`config.mk`:
```
export PLATFORM = sky130hd
export DESIGN_NAME = ir_timer_common_control
export DESIGN_NICKNAME = d
export VERILOG_FILES = /design/src/glitch_filter.v /design/src/ir_timer_common_control.v /design/src/ping_pong_seq.v
export VERILOG_INCLUDE_DIRS = /design/src
export SDC_FILE = /design/constraint.sdc
export NUM_CORES = 1
export LEC_CHECK = 0
export ABC_AREA = 1
export BUFFER_PORTS_ARGS = -buffer_cell sky130_fd_sc_hd__clkbuf_2
export CAP_MARGIN = 30
export CORE_MARGIN = 2
export CORE_UTILIZATION = 50
export DETAILED_ROUTE_END_ITERATION = 8
export PLACE_DENSITY = 0.85
export SLEW_MARGIN = 30
export SYNTH_ARGS = -nofsm -noshare
export SYNTH_HDL_FRONTEND = slang
export SYNTH_HIERARCHICAL = 1
export SYNTH_SLANG_ARGS = --single-unit
```
`constraint.sdc`:
```
create_clock -name aclk -period 2.45 [get_ports aclk]
set_input_delay 0.1225 -clock aclk [delete_from_list [all_inputs] [get_ports aclk]]
set_output_delay 0.1225 -clock aclk [all_outputs]
set_load 0.005 [all_outputs]
```
`src/ir_ctrl_consts.vh`:
```
// Offsets, field positions, reset values and timing counts of the common timer control
`ifndef IR_CTRL_CONSTS_VH
`define IR_CTRL_CONSTS_VH
`define CTRL_OFFSET      4'h4
`define CTRL_INDEX       8'h01
`define STAT_OFFSET      4'h8
`define CTRL_RESET       8'h00
`define BIT_MODE         7
`define BIT_ROUTE        6
`define BIT_LOGIC_HI     5
`define BIT_LOGIC_LO     4
`define BIT_OUTF_HI      3
`define BIT_OUTF_LO      2
`define BIT_RISE         1
`define BIT_FALL         0
`define FILTER_SHORT     4'd4
`define FILTER_LONG      4'd8
`define RESP_OKAY        2'b00
`define RESP_SLVERR      2'b10
`endif

```
`src/glitch_filter.v`:
```
// Input glitch filter with selectable number of stable clock cycles
`timescale 1ns/1ps
`include "ir_ctrl_consts.vh"
module glitch_filter #(
    parameter CW = 4
) (
    input  wire       aclk,
    input  wire       aresetn,
    input  wire       raw_in,
    input  wire [1:0] filter_sel,
    output reg        clean_out
);
    reg  [CW-1:0] stable_count;
    reg           last_raw;
    wire [CW-1:0] need = (filter_sel == 2'b01) ? `FILTER_SHORT : `FILTER_LONG;

    always @(posedge aclk)
    begin
        if (!aresetn)
        begin
            stable_count <= {CW{1'b0}};
            last_raw     <= 1'b0;
            clean_out    <= 1'b0;
        end
        else
        begin
            last_raw <= raw_in;
            if (raw_in != last_raw)
                stable_count <= {CW{1'b0}};
            else if (stable_count != {CW{1'b1}})
                stable_count <= stable_count + 1'b1;
            // Level passes only after it has held for the chosen count
            if (filter_sel == 2'b00 || filter_sel == 2'b11)
                clean_out <= raw_in;
            else if (raw_in == last_raw && stable_count + 1'b1 >= need - 1'b1)
                clean_out <= raw_in;
        end
    end
endmodule

```
`src/ir_timer_common_control.v`:
```
// Common control register of the short and long IR timer pair, AXI4-Lite slave
//
// What this block does
// Top bit picks mode: 0 carrier transmit, 1 demodulation; transmit after reset.
// Transmit: routing bit 0 leaves pin as port output, 1 drives combined output.
// Demodulation: routing bit 0 takes input pin a, 1 takes pin b.
// Transmit: logic field 00 AND, 01 OR, 10 NOR, 11 NAND.
// Demodulation: edge field 00 falling, 01 rising, 10 both, 11 reserved.
// Transmit: output field normal, ping-pong, force long output low, force high.
// Demodulation: filter field none, 4 cycles, 8 cycles, reserved.
// Transmit: bit 1 sets initial short timer output level.
// Demodulation: bit 1 flags rising edge; write 1 clears, 0 keeps.
// Transmit: bit 0 sets initial long timer output level.
// Demodulation: bit 0 flags falling edge; write 1 clears, 0 keeps.
// Software stops both timers before changing mode.
// Ping-pong: short done enables long; long done re-enables short, repeating.
// Software sets single-pass first; writing 00 stops ping-pong.
//
// The AXI4-Lite register port is this design's own decision.
`timescale 1ns/1ps
`include "ir_ctrl_consts.vh"
module ir_timer_common_control (
    input  wire        aclk,
    input  wire        aresetn,
    input  wire [3:0]  s_axi_awaddr,
    input  wire        s_axi_awvalid,
    output wire        s_axi_awready,
    input  wire [31:0] s_axi_wdata,
    input  wire [3:0]  s_axi_wstrb,
    input  wire        s_axi_wvalid,
    output wire        s_axi_wready,
    output reg  [1:0]  s_axi_bresp,
    output reg         s_axi_bvalid,
    input  wire        s_axi_bready,
    input  wire [3:0]  s_axi_araddr,
    input  wire        s_axi_arvalid,
    output wire        s_axi_arready,
    output reg  [31:0] s_axi_rdata,
    output reg  [1:0]  s_axi_rresp,
    output reg         s_axi_rvalid,
    input  wire        s_axi_rready,
    input  wire        short_timer_output,
    input  wire        long_timer_output,
    input  wire        short_timer_done,
    input  wire        long_timer_done,
    input  wire        port_data_out,
    input  wire        demod_input_pin_a,
    input  wire        demod_input_pin_b,
    output reg         carrier_output_pin,
    output reg         short_timer_init_level,
    output reg         long_timer_init_level,
    output reg         long_force_en,
    output reg         long_force_level,
    output wire        ping_pong_active,
    output wire        pp_short_enable,
    output wire        pp_long_enable,
    output reg         demod_edge,
    output reg         demod_level
);
    // ************************************************************
    // Register state
    // ************************************************************
    reg        mode;
    reg        route;
    reg  [1:0] logic_sel;
    reg  [1:0] out_sel;
    // Start levels; stored only by writes whose mode bit selects transmit
    reg        bit1_tx;
    reg        bit0_tx;
    reg        aw_held;
    reg  [3:0] aw_addr;
    reg        w_held;
    reg  [7:0] w_byte;
    reg        w_lane;
    reg        filt_last;
    reg        combined;

    wire       filt_in;
    wire       demod_raw;
    wire       rise_evt;
    wire       fall_evt;
    wire       do_write;
    wire       ctrl_hit;
    wire [7:0] ctrl_read;
    wire [1:0] flags;
    wire [1:0] flag_set;
    wire [1:0] flag_clr;

    // ************************************************************
    // Helpers
    // ************************************************************
    function [7:0] pack_ctrl;
        input       m;
        input       r;
        input [1:0] l;
        input [1:0] o;
        input       b1;
        input       b0;
        begin
            pack_ctrl = {m, r, l, o, b1, b0};
        end
    endfunction

    // Only the word address matters; the byte offset within it is ignored
    function is_ctrl;
        input [3:0] a;
        begin
            is_ctrl = (a[3:2] == `CTRL_OFFSET >> 2);
        end
    endfunction

    function is_stat;
        input [3:0] a;
        begin
            is_stat = (a[3:2] == `STAT_OFFSET >> 2);
        end
    endfunction

    // Reserved select 11 watches no edge at all
    function edge_wanted;
        input [1:0] sel;
        input       rising;
        begin
            edge_wanted = (sel == 2'b10) || (sel == {1'b0, rising});
        end
    endfunction

    // ************************************************************
    // AXI4-Lite write channel
    // ************************************************************
    // Single outstanding write: channels close until the response is taken
    assign s_axi_awready = !aw_held && !s_axi_bvalid;
    assign s_axi_wready  = !w_held && !s_axi_bvalid;
    assign do_write      = aw_held && w_held && !s_axi_bvalid;
    assign ctrl_hit      = is_ctrl(aw_addr);

    always @(posedge aclk)
    begin
        if (!aresetn)
        begin
            aw_held      <= 1'b0;
            aw_addr      <= 4'h0;
            w_held       <= 1'b0;
            w_byte       <= 8'h00;
            w_lane       <= 1'b0;
            s_axi_bvalid <= 1'b0;
            s_axi_bresp  <= `RESP_OKAY;
        end
        else
        begin
            if (s_axi_awvalid && s_axi_awready)
            begin
                aw_held <= 1'b1;
                aw_addr <= s_axi_awaddr;
            end
            if (s_axi_wvalid && s_axi_wready)
            begin
                w_held <= 1'b1;
                // Lane 0 carries the whole register; other lanes are ignored
                w_byte <= s_axi_wdata[7:0];
                w_lane <= s_axi_wstrb[0];
            end
            if (do_write)
            begin
                aw_held      <= 1'b0;
                w_held       <= 1'b0;
                s_axi_bvalid <= 1'b1;
                // Writes to status answer OKAY but change nothing
                s_axi_bresp  <= (ctrl_hit || is_stat(aw_addr)) ? `RESP_OKAY : `RESP_SLVERR;
            end
            else if (s_axi_bvalid && s_axi_bready)
                s_axi_bvalid <= 1'b0;
        end
    end

    // ************************************************************
    // Control register
    // ************************************************************
    always @(posedge aclk)
    begin
        if (!aresetn)
        begin
            mode      <= 1'b0;
            route     <= 1'b0;
            logic_sel <= 2'b00;
            out_sel   <= 2'b00;
            bit1_tx   <= 1'b0;
            bit0_tx   <= 1'b0;
        end
        else if (do_write && ctrl_hit && w_lane)
        begin
            mode      <= w_byte[`BIT_MODE];
            route     <= w_byte[`BIT_ROUTE];
            logic_sel <= w_byte[`BIT_LOGIC_HI:`BIT_LOGIC_LO];
            // Writing 00 here sends the sequencer back to idle
            out_sel   <= w_byte[`BIT_OUTF_HI:`BIT_OUTF_LO];
            // Low bits are plain storage only when the write lands in transmit
            if (!w_byte[`BIT_MODE])
            begin
                bit1_tx <= w_byte[`BIT_RISE];
                bit0_tx <= w_byte[`BIT_FALL];
            end
        end
    end

    // ************************************************************
    // Demodulation input path
    // ************************************************************
    assign demod_raw = route ? demod_input_pin_b : demod_input_pin_a;

    // Bypassed in transmit so the edge history keeps following the pin
    glitch_filter #(
        .CW (4)
    ) u_filter (
        .aclk       (aclk),
        .aresetn    (aresetn),
        .raw_in     (demod_raw),
        .filter_sel (mode ? out_sel : 2'b00),
        .clean_out  (filt_in)
    );

    assign rise_evt = mode && filt_in && !filt_last && edge_wanted(logic_sel, 1'b1);
    assign fall_evt = mode && !filt_in && filt_last && edge_wanted(logic_sel, 1'b0);

    always @(posedge aclk)
    begin
        if (!aresetn)
        begin
            filt_last   <= 1'b0;
            demod_edge  <= 1'b0;
            demod_level <= 1'b0;
        end
        else
        begin
            filt_last   <= filt_in;
            demod_level <= filt_in;
            demod_edge  <= rise_evt || fall_evt;
        end
    end

    // ************************************************************
    // Edge flags
    // ************************************************************
    // Bit 1 keeps rising edges, bit 0 falling edges
    assign flag_set = {rise_evt, fall_evt};
    // Clears act only in demod mode; in transmit the same bits are start levels
    assign flag_clr = (do_write && ctrl_hit && w_lane && mode) ? w_byte[`BIT_RISE:`BIT_FALL] : 2'b00;

    genvar g;
    generate
        for (g = 0; g < 2; g = g + 1)
        begin : g_flag
            reg flag;

            // A new edge wins over a clear in the same cycle
            always @(posedge aclk)
            begin
                if (!aresetn)
                    flag <= 1'b0;
                else if (flag_set[g])
                    flag <= 1'b1;
                else if (flag_clr[g])
                    flag <= 1'b0;
            end
            assign flags[g] = flag;
        end
    endgenerate

    // ************************************************************
    // Transmit output path
    // ************************************************************
    always @*
    begin
        case (logic_sel)
            2'b00:   combined = short_timer_output & long_timer_output;
            2'b01:   combined = short_timer_output | long_timer_output;
            2'b10:   combined = ~(short_timer_output | long_timer_output);
            default: combined = ~(short_timer_output & long_timer_output);
        endcase
    end

    always @(posedge aclk)
    begin
        if (!aresetn)
        begin
            carrier_output_pin     <= 1'b0;
            short_timer_init_level <= 1'b0;
            long_timer_init_level  <= 1'b0;
            long_force_en          <= 1'b0;
            long_force_level       <= 1'b0;
        end
        else
        begin
            // Registered so the pin does not glitch while the gate select changes
            carrier_output_pin     <= (!mode && route) ? combined : port_data_out;
            short_timer_init_level <= bit1_tx;
            long_timer_init_level  <= bit0_tx;
            long_force_en          <= !mode && out_sel[1];
            long_force_level       <= out_sel[0];
        end
    end

    // ************************************************************
    // Ping-pong sequencer
    // ************************************************************
    // Sequencer depends on single-pass timers reporting done once per run
    assign ping_pong_active = !mode && (out_sel == 2'b01);

    ping_pong_seq u_pp (
        .aclk         (aclk),
        .aresetn      (aresetn),
        .active       (ping_pong_active),
        .short_done   (short_timer_done),
        .long_done    (long_timer_done),
        .short_enable (pp_short_enable),
        .long_enable  (pp_long_enable)
    );

    // ************************************************************
    // AXI4-Lite read channel
    // ************************************************************
    // Low bits read as edge flags in demod mode, start levels in transmit
    assign ctrl_read = mode ? pack_ctrl(mode, route, logic_sel, out_sel, flags[1], flags[0])
                            : pack_ctrl(mode, route, logic_sel, out_sel, bit1_tx, bit0_tx);
    assign s_axi_arready = !s_axi_rvalid;

    always @(posedge aclk)
    begin
        if (!aresetn)
        begin
            s_axi_rvalid <= 1'b0;
            s_axi_rdata  <= 32'h0000_0000;
            s_axi_rresp  <= `RESP_OKAY;
        end
        else if (s_axi_arvalid && s_axi_arready)
        begin
            s_axi_rvalid <= 1'b1;
            s_axi_rresp  <= `RESP_OKAY;
            if (is_ctrl(s_axi_araddr))
                s_axi_rdata <= {24'h00_0000, ctrl_read};
            else if (is_stat(s_axi_araddr))
                // Status lets software see the timers idle before a mode change
                s_axi_rdata <= {28'h000_0000, pp_long_enable, pp_short_enable, demod_level, mode};
            else
            begin
                s_axi_rdata <= 32'h0000_0000;
                s_axi_rresp <= `RESP_SLVERR;
            end
        end
        else if (s_axi_rvalid && s_axi_rready)
            s_axi_rvalid <= 1'b0;
    end
endmodule

```
`src/ping_pong_seq.v`:
```
// Ping-pong sequencer that hands the run between the two timers
`timescale 1ns/1ps
module ping_pong_seq (
    input  wire aclk,
    input  wire aresetn,
    input  wire active,
    input  wire short_done,
    input  wire long_done,
    output reg  short_enable,
    output reg  long_enable
);
    always @(posedge aclk)
    begin
        if (!aresetn || !active)
        begin
            short_enable <= 1'b0;
            long_enable  <= 1'b0;
        end
        else if (short_done)
        begin
            short_enable <= 1'b0;
            long_enable  <= 1'b1;
        end
        else if (long_done)
        begin
            long_enable  <= 1'b0;
            short_enable <= 1'b1;
        end
    end
endmodule
```
==> results of run 1 <==
## layer usage
metal	part of all wire, %	up-vias	global-route usage, %
met5	0	-	0
met3	5.5	4	4.86
met4	0.79	0	6.17
met1	46	848	22.2
met2	48	63	31.4
li1	-	1028	-
## critical path, stage by stage, from the launching register on
cell,delay (ns)
dfxtp_1,0.37
ha_1,0.24
or2_2,0.31
nand2_1,0.07
ha_1,0.22
a21oi_1,0.12
nand3_1,0.09
nand2_1,0.10
nand3_1,0.08
nand2_1,0.06
nor2_1,0.04
## synth_stat cells (2+ instances only)
library cell	instances
nand3_1	16
dfxtp_1	50
nor2_1	43
nand2_2	3
clkbuf_2	2
a31oi_1	3
clkinv_1	3
o21ai_0	23
o21ai_2	5
ha_1	11
buf_4	26
nand2_1	38
buf_2	3
a21oi_2	6
nand4_1	4
inv_1	33
a21oi_1	21
nor3_1	2
## cells in the final DEF, fill, tap and decap left out
cell type  Yosys  layout
a211oi_1       1       1
clkinv_2       0       1
o21a_1         1       1
nand2_1       38      38
inv_1         33      33
clkbuf_2       2      51
a31oi_1        3       3
buf_4         26       2
clkinv_1       3       3
nand2_2        3       3
nor2_1        43      43
inv_2          1       1
xnor2_1        1       1
nand4_1        4       4
nor2_4         1       1
or2_2          1       1
o21bai_1       1       1
conb_1         1      26
nor2_2         1       1
inv_6          0       1
bufinv_16      0       1
o21ai_0       23      23
a21oi_2        6       6
o21ai_1        1       1
nor3_1         2       2
dfxtp_1       50      50
ha_1          11      11
nand3_1       16      16
a21oi_1       21      21
clkbuf_8       0       5
o21ai_2        5       5
## final cells by class
cell class	instances	area, µm²	share of cell area, %
multi-input combinational	209	1070	40.2
sequential	50	1000	37.7
timing repair buffer	53	270	10.2
inverter	37	139	5.23
clock buffer	5	68.8	2.59
tap	52	65.1	2.45
clock inverter	3	43.8	1.65
## per-stage QoR
step	util [%]	area [µm²]	std cells	total power, W
after floorplan	-	2440	329	0.00103
after global placement	57.2	2540	401	0.00105
after detailed placement	57.2	2540	401	0.00106
after CTS	59.8	2660	409	0.00164
after global routing	59.8	2660	409	0.00171
final	59.8	2660	409	0.00163
## cell families after synthesis
logic type	after synthesis
AOI/OAI and AO/OA	62
xor gates and xnor gates	1
adders and majority gates	11
buffers and inverters	70
DFF	50
other	1
and+or+nand+nor	109
## path summary, 6_finish.rpt
check / start / endpoint / slack, ns
hold / removal: short_timer_done / u_pp/long_enable / 0.05
setup reg to reg: u_filter/stable_count[0] / u_filter/clean_out / 0.67
setup / recovery: u_filter/stable_count[0] / u_filter/clean_out / 0.67
hold reg to reg: bit0_tx / long_timer_init_level / 0.45
## flip-flops by register name (all words and copies together), names as in the netlist, 2 cells and up
name	cells
g_flag.flag	2
w_byte	8
u_filter/stable_count	4
s_axi_rdata	8
out_sel	2
aw_addr	2
logic_sel	2
## power by group
| group | internal, W | switching (W) |
|---|---|---|
| Sequential | 0.000849 | 0.0000272 |
| Clock | 0.000306 | 0.000279 |
| Combinational | 0.0000638 | 0.000102 |
| Total | 0.00122 | 0.000408 |
==> results.tsv, run 1 <==
stage	metric	value	unit
synth	synth_edf_count	0	
power_and_ir_drop	vdd_drop_max	308	µV
drt	drc_errors	0	
synth	yosysTopAreaCell	dfxtp_1	
placed_design	preCtsSetupSlack	0.670	ns
finish	drive_gt1_share	22.1	%
critical_path	critical_path_class	register to register	
global_route	gr-usage-all-layers	18.3	%
clock_tree	clk_latency	0.31	ns
drt	routed_via_density	4.75	
synth	synthXorXnorAreaFrac	0.373	%
global_route	overflow	0	
clock_tree	cts_resized	0	
sta	hold_viol	0	
synth	ys_seq_area_share	42.6	%
synth	synth_compound_area_share	15.4	%
drt	drt_wl_total	4.54	mm
die	die_h	72.6	µm
run	drv_cap	0	
critical_path	cp_max_fo	6	
clock_tree	cts.hold.buffers_added	0	
global_route	grt_pass1_wl	7.64	mm
clock_tree	cts.clk_slew.worst_paths	0.10	ns
synth	synthAdderAreaFrac	5.86	%
sta	worst_clock_skew	0.00997	ns
outcome	status	finished, final reports clean	
critical_path	ff2ff_path_depth	10	
finish	final_nets	425	
die	core_area	4440	µm²
synth	synthFlopType	dfxtp_1	
drt	drt-pass1-iter-count	4	
placed_design	placement.io_buffers	51	
sta	period_needed	1.78	ns
finish	antennaDiodeCount	0	
sta	tns	0	ns
clock_tree	cts_buffers	5	
sta	holdWs	0.0453	ns
sta	worst_slack	0.670	ns
clock_tree	clock-root-buffer	clkbuf_8	
synth	synthSimpleGateAreaFrac	19.6	%
clock_tree	htree_levels	2	
synth	ys_types	30	
sta	drv_slew	0	
sta	rsz0062_at_grt	no	
global_route	grt_max_degree	21	
sta	max_freq	0.562	GHz
power_and_ir_drop	powerDensity	612	nW/µm²
synth	synth_top_family_by_area	simple AND/OR/NAND/NOR gates	
global_route	grt_pass1_vias	1766	
critical_path	worstPathArrival	1.99	ns
die	die_area	5260	µm²
synth	synthMuxAreaShare	0	%
critical_path	worstSetupStartpointType	register	
die	fp.dieW	72.6	µm
sta	fin_crit_sh	72.7	%
hold_path	min_path_type	input pin to register	
critical_path	end_kind	register	
power_and_ir_drop	leakage	1.30	nW
finish	area_growth	13.0	%
clock_tree	cts_num_sinks	50	
synth	avgSynthCellArea	7.73	µm²
finish	fill_cells	415	
synth	ys_ff_latch	50	
placed_design	dp_hpwl	3.49	mm
clock_tree	cts_tree	built	
synth	synth_area_leaders	dfxtp_1 43%, buf_4 8.3%, nor2_1 6.9%, nand2_1 6.1%, ha_1 5.9%	
drt	final_antenna_net_count	0	
drt	post_drt_wl_per_cell	11.1	µm
synth	syn_inst	304	
clock_tree	clock_path_buffers	2	
sta	setup_viol_count_final	0	
hold_path	hold_depth	3	
placed_design	place_congestion	0.791	
die	placementRows	24	
synth	syn_area	2350	µm²
drt	drt_iter0_markers	102	
synth	ys_async_sr_fraction	0	%
die	ios	109	
die	start_util	52.9	%
clock_tree	post_cts_buffers	0	
drt	num_vias	1943	
synth	synth_top_area_share	42.6	%
synth	synth_warnings	6	
critical_path	required	2.66	ns
global_route	antenna_found_initial	0	
Note: power is estimated with default switching activity, not from simulation.
==> inputs of run 2 (changes only) <==
- ABC_AREA: 1 -> 0
- CORE_UTILIZATION: 50 -> 43
- PLACE_DENSITY: 0.85 -> 0.77
- clock period: 2.45 -> 1.49 ns (I/O delays scaled with it)
==> results.tsv, run 2 <==
stage	metric	value	unit	change
critical_path	regToRegEndpoint	u_filter/clean_out		
die	core_area	5540	µm²	+25%
critical_path	end_kind	register		
global_route	grt_util_met3	3.05	%	-1.8 points
clock_tree	cts.clk_slew.worst_paths	0.09	ns	about the same
sta	period_needed	1.42	ns	-0.355 ns
synth	synthSimpleGateAreaFrac	20.9	%	+1.2 points
global_route	grt_max_degree	19		-9.5%
hold_path	whs_endpoint	s_axi_rvalid		
sta	drv_slew	0		unchanged
synth	ys_types	45		+50%
drt	drt-pass1-iter-count	4		unchanged
critical_path	critical_path_class	register to register		
finish	final_cells	407		-0.49%
global_route	overflow	0		unchanged
die	start_util	44.5	%	-8.3 points
drt	drc_errors	0		unchanged
synth	ys_async_sr_fraction	0	%	unchanged
finish	top_regs	s_axi_rdata: 8 flops, w_byte: 8 flops, u_filter/stable_count: 4 flops		
finish	final_cell_mix	51 x clkbuf_2, 46 x dfxtp_1, 30 x nand2_1		
power_and_ir_drop	total_power	0.00287	W	+77%
placed_design	preCtsSetupSlack	-0.0372	ns	-0.708 ns
sta	worst_clock_skew	0.00230	ns	-0.00767 ns
synth	syn_area	2470	µm²	+5.0%
drt	drt_iter0_markers	67		-34%
power_and_ir_drop	powerDensity	954	nW/µm²	+56%
sta	worst_slack	0.0653	ns	-0.605 ns
synth	yosys-top-cells-count	50 x dfxtp_1, 30 x nand2_1, 27 x buf_4		
power_and_ir_drop	leakage	1.40	nW	+7.4%
clock_tree	cts_tree	built		
synth	yosysTopAreaCell	dfxtp_1		
sta	setup_viol_count_final	0		unchanged
placed_design	place_congestion	0.781		-1.2%
critical_path	max_stage_delay	0.36	ns	about the same
critical_path	ff2ff_path_depth	6		-4
clock_tree	cts_num_sinks	50		unchanged
finish	drive_gt1_share	29.6	%	+7.4 points
sta	max_freq	0.702	GHz	+25%
clock_tree	clk_latency	0.30	ns	about the same
die	die_area	6360	µm²	+21%
synth	syn_inst	269		-12%
critical_path	worstPathArrival	1.61	ns	-0.38 ns
clock_tree	cts_buffers	5		unchanged
critical_path	cp_num_buf_inv	0		unchanged
global_route	antenna_found_initial	0		unchanged
outcome	status	finished, final reports clean		
sta	hold_viol	0		unchanged
synth	synthAdderAreaFrac	5.58	%	-0.28 points
synth	yosysMostFrequentCell	dfxtp_1		
critical_path	critPathSlowestCell	dfxtp_2		
power_and_ir_drop	vdd_drop_max	509	µV	+65%
synth	synth_top_area_share	40.6	%	-2.0 points
run	drv_cap	0		unchanged
global_route	grt_pass1_wl	7.77	mm	+1.7%
critical_path	ff2ff_setup_slack	0.07	ns	-0.60 ns
die	ios	109		unchanged
die	placementRows	27		+13%
global_route	grt_pass1_vias	1681		-4.8%
clock_tree	clock_path_buffers	2		unchanged
hold_path	min-delay-start	s_axi_arvalid		
drt	routed_via_density	4.68		-1.6%
sta	fin_crit_sh	95.6	%	+23 points
finish	final_nets	403		-5.2%
synth	ys_ff_latch	50		unchanged
clock_tree	clock-root-buffer	clkbuf_8		
synth	avgSynthCellArea	9.17	µm²	+19%
drt	post_drt_wl_per_cell	11.3	µm	+1.9%
placed_design	placement.io_buffers	51		unchanged
synth	synth_compound_area_share	12.4	%	-3.1 points
drt	num_vias	1903		-2.1%
critical_path	timing.rr.start	u_filter/stable_count[0]		
placed_design	dp_cells	396		-1.2%
critical_path	cp_top_family	adder cells		
sta	rsz0062_at_grt	yes		
synth	synthMuxAreaShare	7.05	%	+7.0 points
finish	antennaDiodeCount	0		unchanged
synth	synth_warnings	6		unchanged
hold_path	hold_depth	2		-1
global_route	grt.busiest_layer	met2		
critical_path	worstSetupStartpointType	register		
synth	ys_seq_area_share	40.6	%	-2.0 points
finish	stdcell_area	3010	µm²	+13%
synth	synthFlopType	dfxtp_1		
critical_path	cp_max_fo	2		-4
sta	holdWs	0.0230	ns	-0.0223 ns
critical_path	required	1.68	ns	-0.98 ns
hold_path	min_path_type	input pin to register		
finish	final_common_cell	clkbuf_2		
clock_tree	htree_levels	2		unchanged
critical_path	worstPathCellList	ha_4 > xor2_2 > ha_4 > a211oi_2 > a31oi_1 > mux2i_1		
synth	synthXorXnorAreaFrac	1.06	%	+0.69 points
synth	synth_area_leaders	dfxtp_1 41%, buf_4 8.2%, mux2i_1 5.7%, ha_1 5.6%, nand2_1 4.6%		
global_route	gr-usage-all-layers	15.3	%	-3.0 points
global_route	gr-usage-met1	20.9	%	-1.3 points
placed_design	placed_cell_area	2810	µm²	+10%
finish	area_growth	22.0	%	
placed_design	dp_hpwl	3.47	mm	-0.44%
synth	synth_top_family_by_area	simple AND/OR/NAND/NOR gates		
global_route	use_met2	23.9	%	-7.5 points
synth	synth_edf_count	0		unchanged
critical_path	critPathMostFrequentCell	ha_4		
die	die_h	79.8	µm	+9.9%
drt	drt_wl_total	4.60	mm	+1.4%
die	fp.dieW	79.8	µm	+9.9%
drt	final_antenna_net_count	0		unchanged
[run 2: cell types whose count changed in the layout (fill, tap and decap cells not counted), moves of 5 or more]
cell / change
o21ai_2: -5
nor2b_1: +13
nand2_1: -8
a21oi_2: -5
o21ai_1: +8
buf_4: +16
nor2_1: -32
a21oi_1: -18
a21boi_1: +13
mux2i_1: +14
inv_1: -21
o21ai_0: -22
[run 2: cells by family (layout without fill, tap and decap cells)]
group,count (synthesis),count (layout)
compound gates,44,44
xor+xnor,3,3
fa+ha+maj,11,11
buf+inv,51,92
flops,50,50
mux,17,17
other cells,1,26
simple gates,92,92
[run 2: how the worst max path moves through the flow]
stage	start	endpoint	slack (ns)	cells after the start
floorplan	mode	u_filter/clean_out	-0.06	7
global placement	u_filter/stable_count[0]	u_filter/clean_out	-0.009	6
detailed placement	u_filter/stable_count[0]	u_filter/clean_out	-0.04	6
CTS	u_filter/stable_count[1]	u_filter/clean_out	0.0004	6
global route	route	u_filter/clean_out	-0.06	5
finish	u_filter/stable_count[0]	u_filter/clean_out	0.07	6
[run 2: worst reg2reg max path: stages, from the launching register on]
cell and delay [ns]:
dfxtp_2 0.36, ha_4 0.15, xor2_2 0.17, ha_4 0.22
a211oi_2 0.17, a31oi_1 0.12, mux2i_1 0.13
[run 2: power breakdown]
group	total, W	switching [W]	internal [W]
clock	0.00115	0.000432	0.000716
sequential	0.00143	0.0000441	0.00139
combinational	0.000296	0.000146	0.000150
total	0.00287	0.000622	0.00225
[run 2: timing repair]
item                                    CTS  global route
endpoints found under the hold margin     1             0
hold buffers                              1             0
endpoints found under the setup margin    1             2
pin swaps                                 1             4
gates resized for setup                   3             6
buffers inserted                          0             2
[run 2: layout make-up]
type	instances	area (µm²)
Tap cell	72	90.1
Clock buffer	6	82.6
Inverter	14	52.6
Fill cell	514	2530
Multi-Input combinational cell	193	1320
Clock inverter	2	60.1
Timing Repair Buffer	70	400
Sequential cell	50	1010
[run 2: routing by layer]
metal | vias up | share of wire, % | wire length, µm
met3 | 8 | 5.4 | 250
met1 | 864 | 47 | 2150
met4 | 0 | 1.4 | 66
met5 | - | 0 | 0
li1 | 981 | - | -
met2 | 50 | 46 | 2130
[run 2: per-stage QoR]
step	utilization [%]	TNS (ns)
final	54.3	0
after CTS	53.6	0
after floorplan	-	-0.0626
after detailed placement	50.7	-0.0372
after global placement	50.7	-0.00946
after global routing	54.3	-0.0626
==> inputs of run 3 (changes only) <==
- CELL_PAD_IN_SITES_DETAIL_PLACEMENT: unset -> 0
- CELL_PAD_IN_SITES_GLOBAL_PLACEMENT: unset -> 1
- CORE_UTILIZATION: 43 -> 31
- PLACE_DENSITY: 0.77 -> unset
- PLACE_DENSITY_LB_ADDON: unset -> 0.1
==> results.tsv, run 3 (synthesis gave the netlist of run 2 again) <==
stage	metric	value	unit	change
finish	multi_input_area	1330	µm²	+1.0%
finish	final_cell_mix	51 x clkbuf_2, 45 x dfxtp_1, 29 x nand2_1		
finish	fin_util	39.1	%	-15 points
sta	period_needed	1.46	ns	+0.0327 ns
placed_design	placement.io_buffers	51		unchanged
outcome	status	finished, final reports clean		
die	die_area	8690	µm²	+37%
critical_path	cp_max_fo	2		unchanged
critical_path	crit_path_start	u_filter/stable_count[0]		
critical_path	worstSetupStartpointType	register		
drt	final_antenna_net_count	0		unchanged
die	fp.dieW	93.2	µm	+17%
sta	setup_viol_count_final	0		unchanged
clock_tree	cts.clk_slew.worst_paths	0.09	ns	about the same
power_and_ir_drop	powerDensity	883	nW/µm²	-7.5%
sta	fin_crit_sh	97.8	%	+2.2 points
power_and_ir_drop	leakage	1.38	nW	-1.5%
finish	final_common_cell	clkbuf_2		
critical_path	timing.rr.start	u_filter/stable_count[0]		
drt	num_vias	1891		-0.63%
finish	top_regs	s_axi_rdata: 8 flops, w_byte: 8 flops, u_filter/stable_count: 4 flops		
global_route	grt_pass1_vias	1741		+3.6%
global_route	antenna_found_initial	0		unchanged
die	start_util	31.9	%	-13 points
power_and_ir_drop	total_power	0.00267	W	-7.1%
hold_path	hold_depth	3		+1
drt	post_drt_wl_per_cell	11.7	µm	+3.2%
critical_path	end_kind	register		
power_and_ir_drop	vdd_drop_max	362	µV	-29%
finish	stdcell_area	3020	µm²	+0.46%
sta	rsz0062_at_grt	yes		
drt	routed_via_density	4.35		-7.0%
die	die_h	93.2	µm	+17%
drt	drt_wl_total	5.07	mm	+10%
die	placementRows	32		+19%
clock_tree	cts_num_sinks	50		unchanged
placed_design	dp_hpwl	3.76	mm	+8.3%
finish	antennaDiodeCount	0		unchanged
finish	fill_cells	796		+55%
sta	hold_viol	0		unchanged
run	drv_cap	0		unchanged
power_and_ir_drop	comb_power_share	11.1	%	+0.8 points
critical_path	required	1.72	ns	+0.04 ns
hold_path	min-delay-start	s_axi_rready		
power_and_ir_drop	internal_power	0.00204	W	-9.5%
clock_tree	htree_levels	2		unchanged
die	core_area	7730	µm²	+39%
drt	drt_iter0_markers	39		-42%
sta	max_freq	0.686	GHz	-2.2%
clock_tree	clock-root-buffer	clkbuf_8		
power_and_ir_drop	net-switching-power	0.000633	W	+1.8%
placed_design	place_congestion	0.694		-11%
power_and_ir_drop	pwr-share-seq	53.5	%	+3.7 points
global_route	grt_pass1_wl	8.34	mm	+7.4%
drt	drc_errors	0		unchanged
clock_tree	clk_latency	0.29	ns	about the same
power_and_ir_drop	netSwitchingFraction	23.7	%	+2.1 points
sta	worst_clock_skew	0.00179	ns	-0.000506 ns
die	ios	109		unchanged
hold_path	min_path_type	input pin to register		
finish	regArea	1010	µm²	+0.13%
clock_tree	cts_buffers	5		unchanged
placed_design	dp_cells	426		+7.6%
placed_design	placed_cell_area	2860	µm²	+1.8%
sta	worst_slack	0.0326	ns	-0.0327 ns
finish	area_growth	22.6	%	
finish	drive_gt1_share	29.1	%	-0.42 points
drt	drt-pass1-iter-count	4		unchanged
clock_tree	cts_tree	built		
clock_tree	clock_path_buffers	2		unchanged
finish	final_cells	435		+6.9%
critical_path	ff2ff_path_depth	6		unchanged
finish	final_nets	401		-0.50%
critical_path	critical_path_class	register to register		
global_route	overflow	0		unchanged
critical_path	worstPathArrival	1.69	ns	+0.08 ns
power_and_ir_drop	clock_power_share	35.3	%	-4.6 points
global_route	grt_max_degree	28		+9
sta	drv_slew	0		unchanged
global_route	gr-usage-all-layers	12.1	%	-3.2 points
placed_design	preCtsSetupSlack	-0.0270	ns	+0.0102 ns
## run 3: cell types whose count changed in the layout (fill, tap and decap cells not counted)
cell,before,now
clkbuf_8,6,5
xor2_4,0,1
buf_12,0,1
clkbuf_1,0,2
xor2_2,1,0
dfxtp_1,46,45
buf_4,18,15
dfxtp_2,4,5
bufinv_16,2,1
nand2_2,0,1
nand2_1,30,29
## run 3: critical path: stages (launching register included)
cell,delay (ns)
dfxtp_2,0.34
ha_4,0.18
xor2_4,0.15
ha_4,0.26
a211oi_2,0.05
a31oi_1,0.20
mux2i_1,0.20
## run 3: final timing paths
kind / endpoint / slack, ns
setup / recovery: u_filter/clean_out / 0.03
hold / removal: s_axi_rvalid / 0.03
setup reg to reg: u_filter/clean_out / 0.03
hold reg to reg: s_axi_rdata[7] / 0.46
## run 3: power groups by stage
stage / clock (W) / sequential [W] / combinational [W]
2_1_floorplan: 0 / 0.00145 / 0.000231
3_3_place_gp: 0 / 0.00146 / 0.000294
3_5_place_dp: 0 / 0.00146 / 0.000296
4_1_cts: 0.000984 / 0.00143 / 0.000301
5_1_grt: 0.00103 / 0.00144 / 0.000339
6_report: 0.000944 / 0.00143 / 0.000297
## run 3: layout make-up
| cell class | count | area share [%] |
|---|---|---|
| Clock inverter | 1 | 0.993 |
| Clock buffer | 7 | 2.52 |
| Tap cell | 102 | 4.22 |
| Sequential cell | 50 | 33.3 |
| Timing Repair Buffer | 68 | 13.2 |
| Inverter | 14 | 1.74 |
| Multi-Input combinational cell | 193 | 44.1 |
## run 3: per-stage QoR
stage | setup TNS [ns] | hold WS (ns)
6_report | 0 | 0.0287
5_1_grt | -0.0541 | 0.0170
4_1_cts | 0 | 0.0199
3_5_place_dp | -0.0270 | 0.265
3_3_place_gp | -0.0437 | 0.269
2_1_floorplan | -0.0626 | 0.154
## run 3: metal layers
metal  up-vias  global-route usage [%]  wire [µm]
li1        982                       -          -
met1       844                    17.5       2640
met2        63                    18.5       2100
met3         2                    2.74        305
met4         0                    2.94         25
met5         -                       0          0
## run 3: timing repair
| item | in CTS | in global routing |
|---|---|---|
| setup endpoints to repair | 1 | 4 |
| hold buffers | 1 | 0 |
| gates cloned | 0 | 0 |
| pin swaps | 2 | 5 |
| endpoints found under the hold margin | 2 | 0 |
| setup buffers | 0 | 0 |
| resized for setup | 4 | 8 |
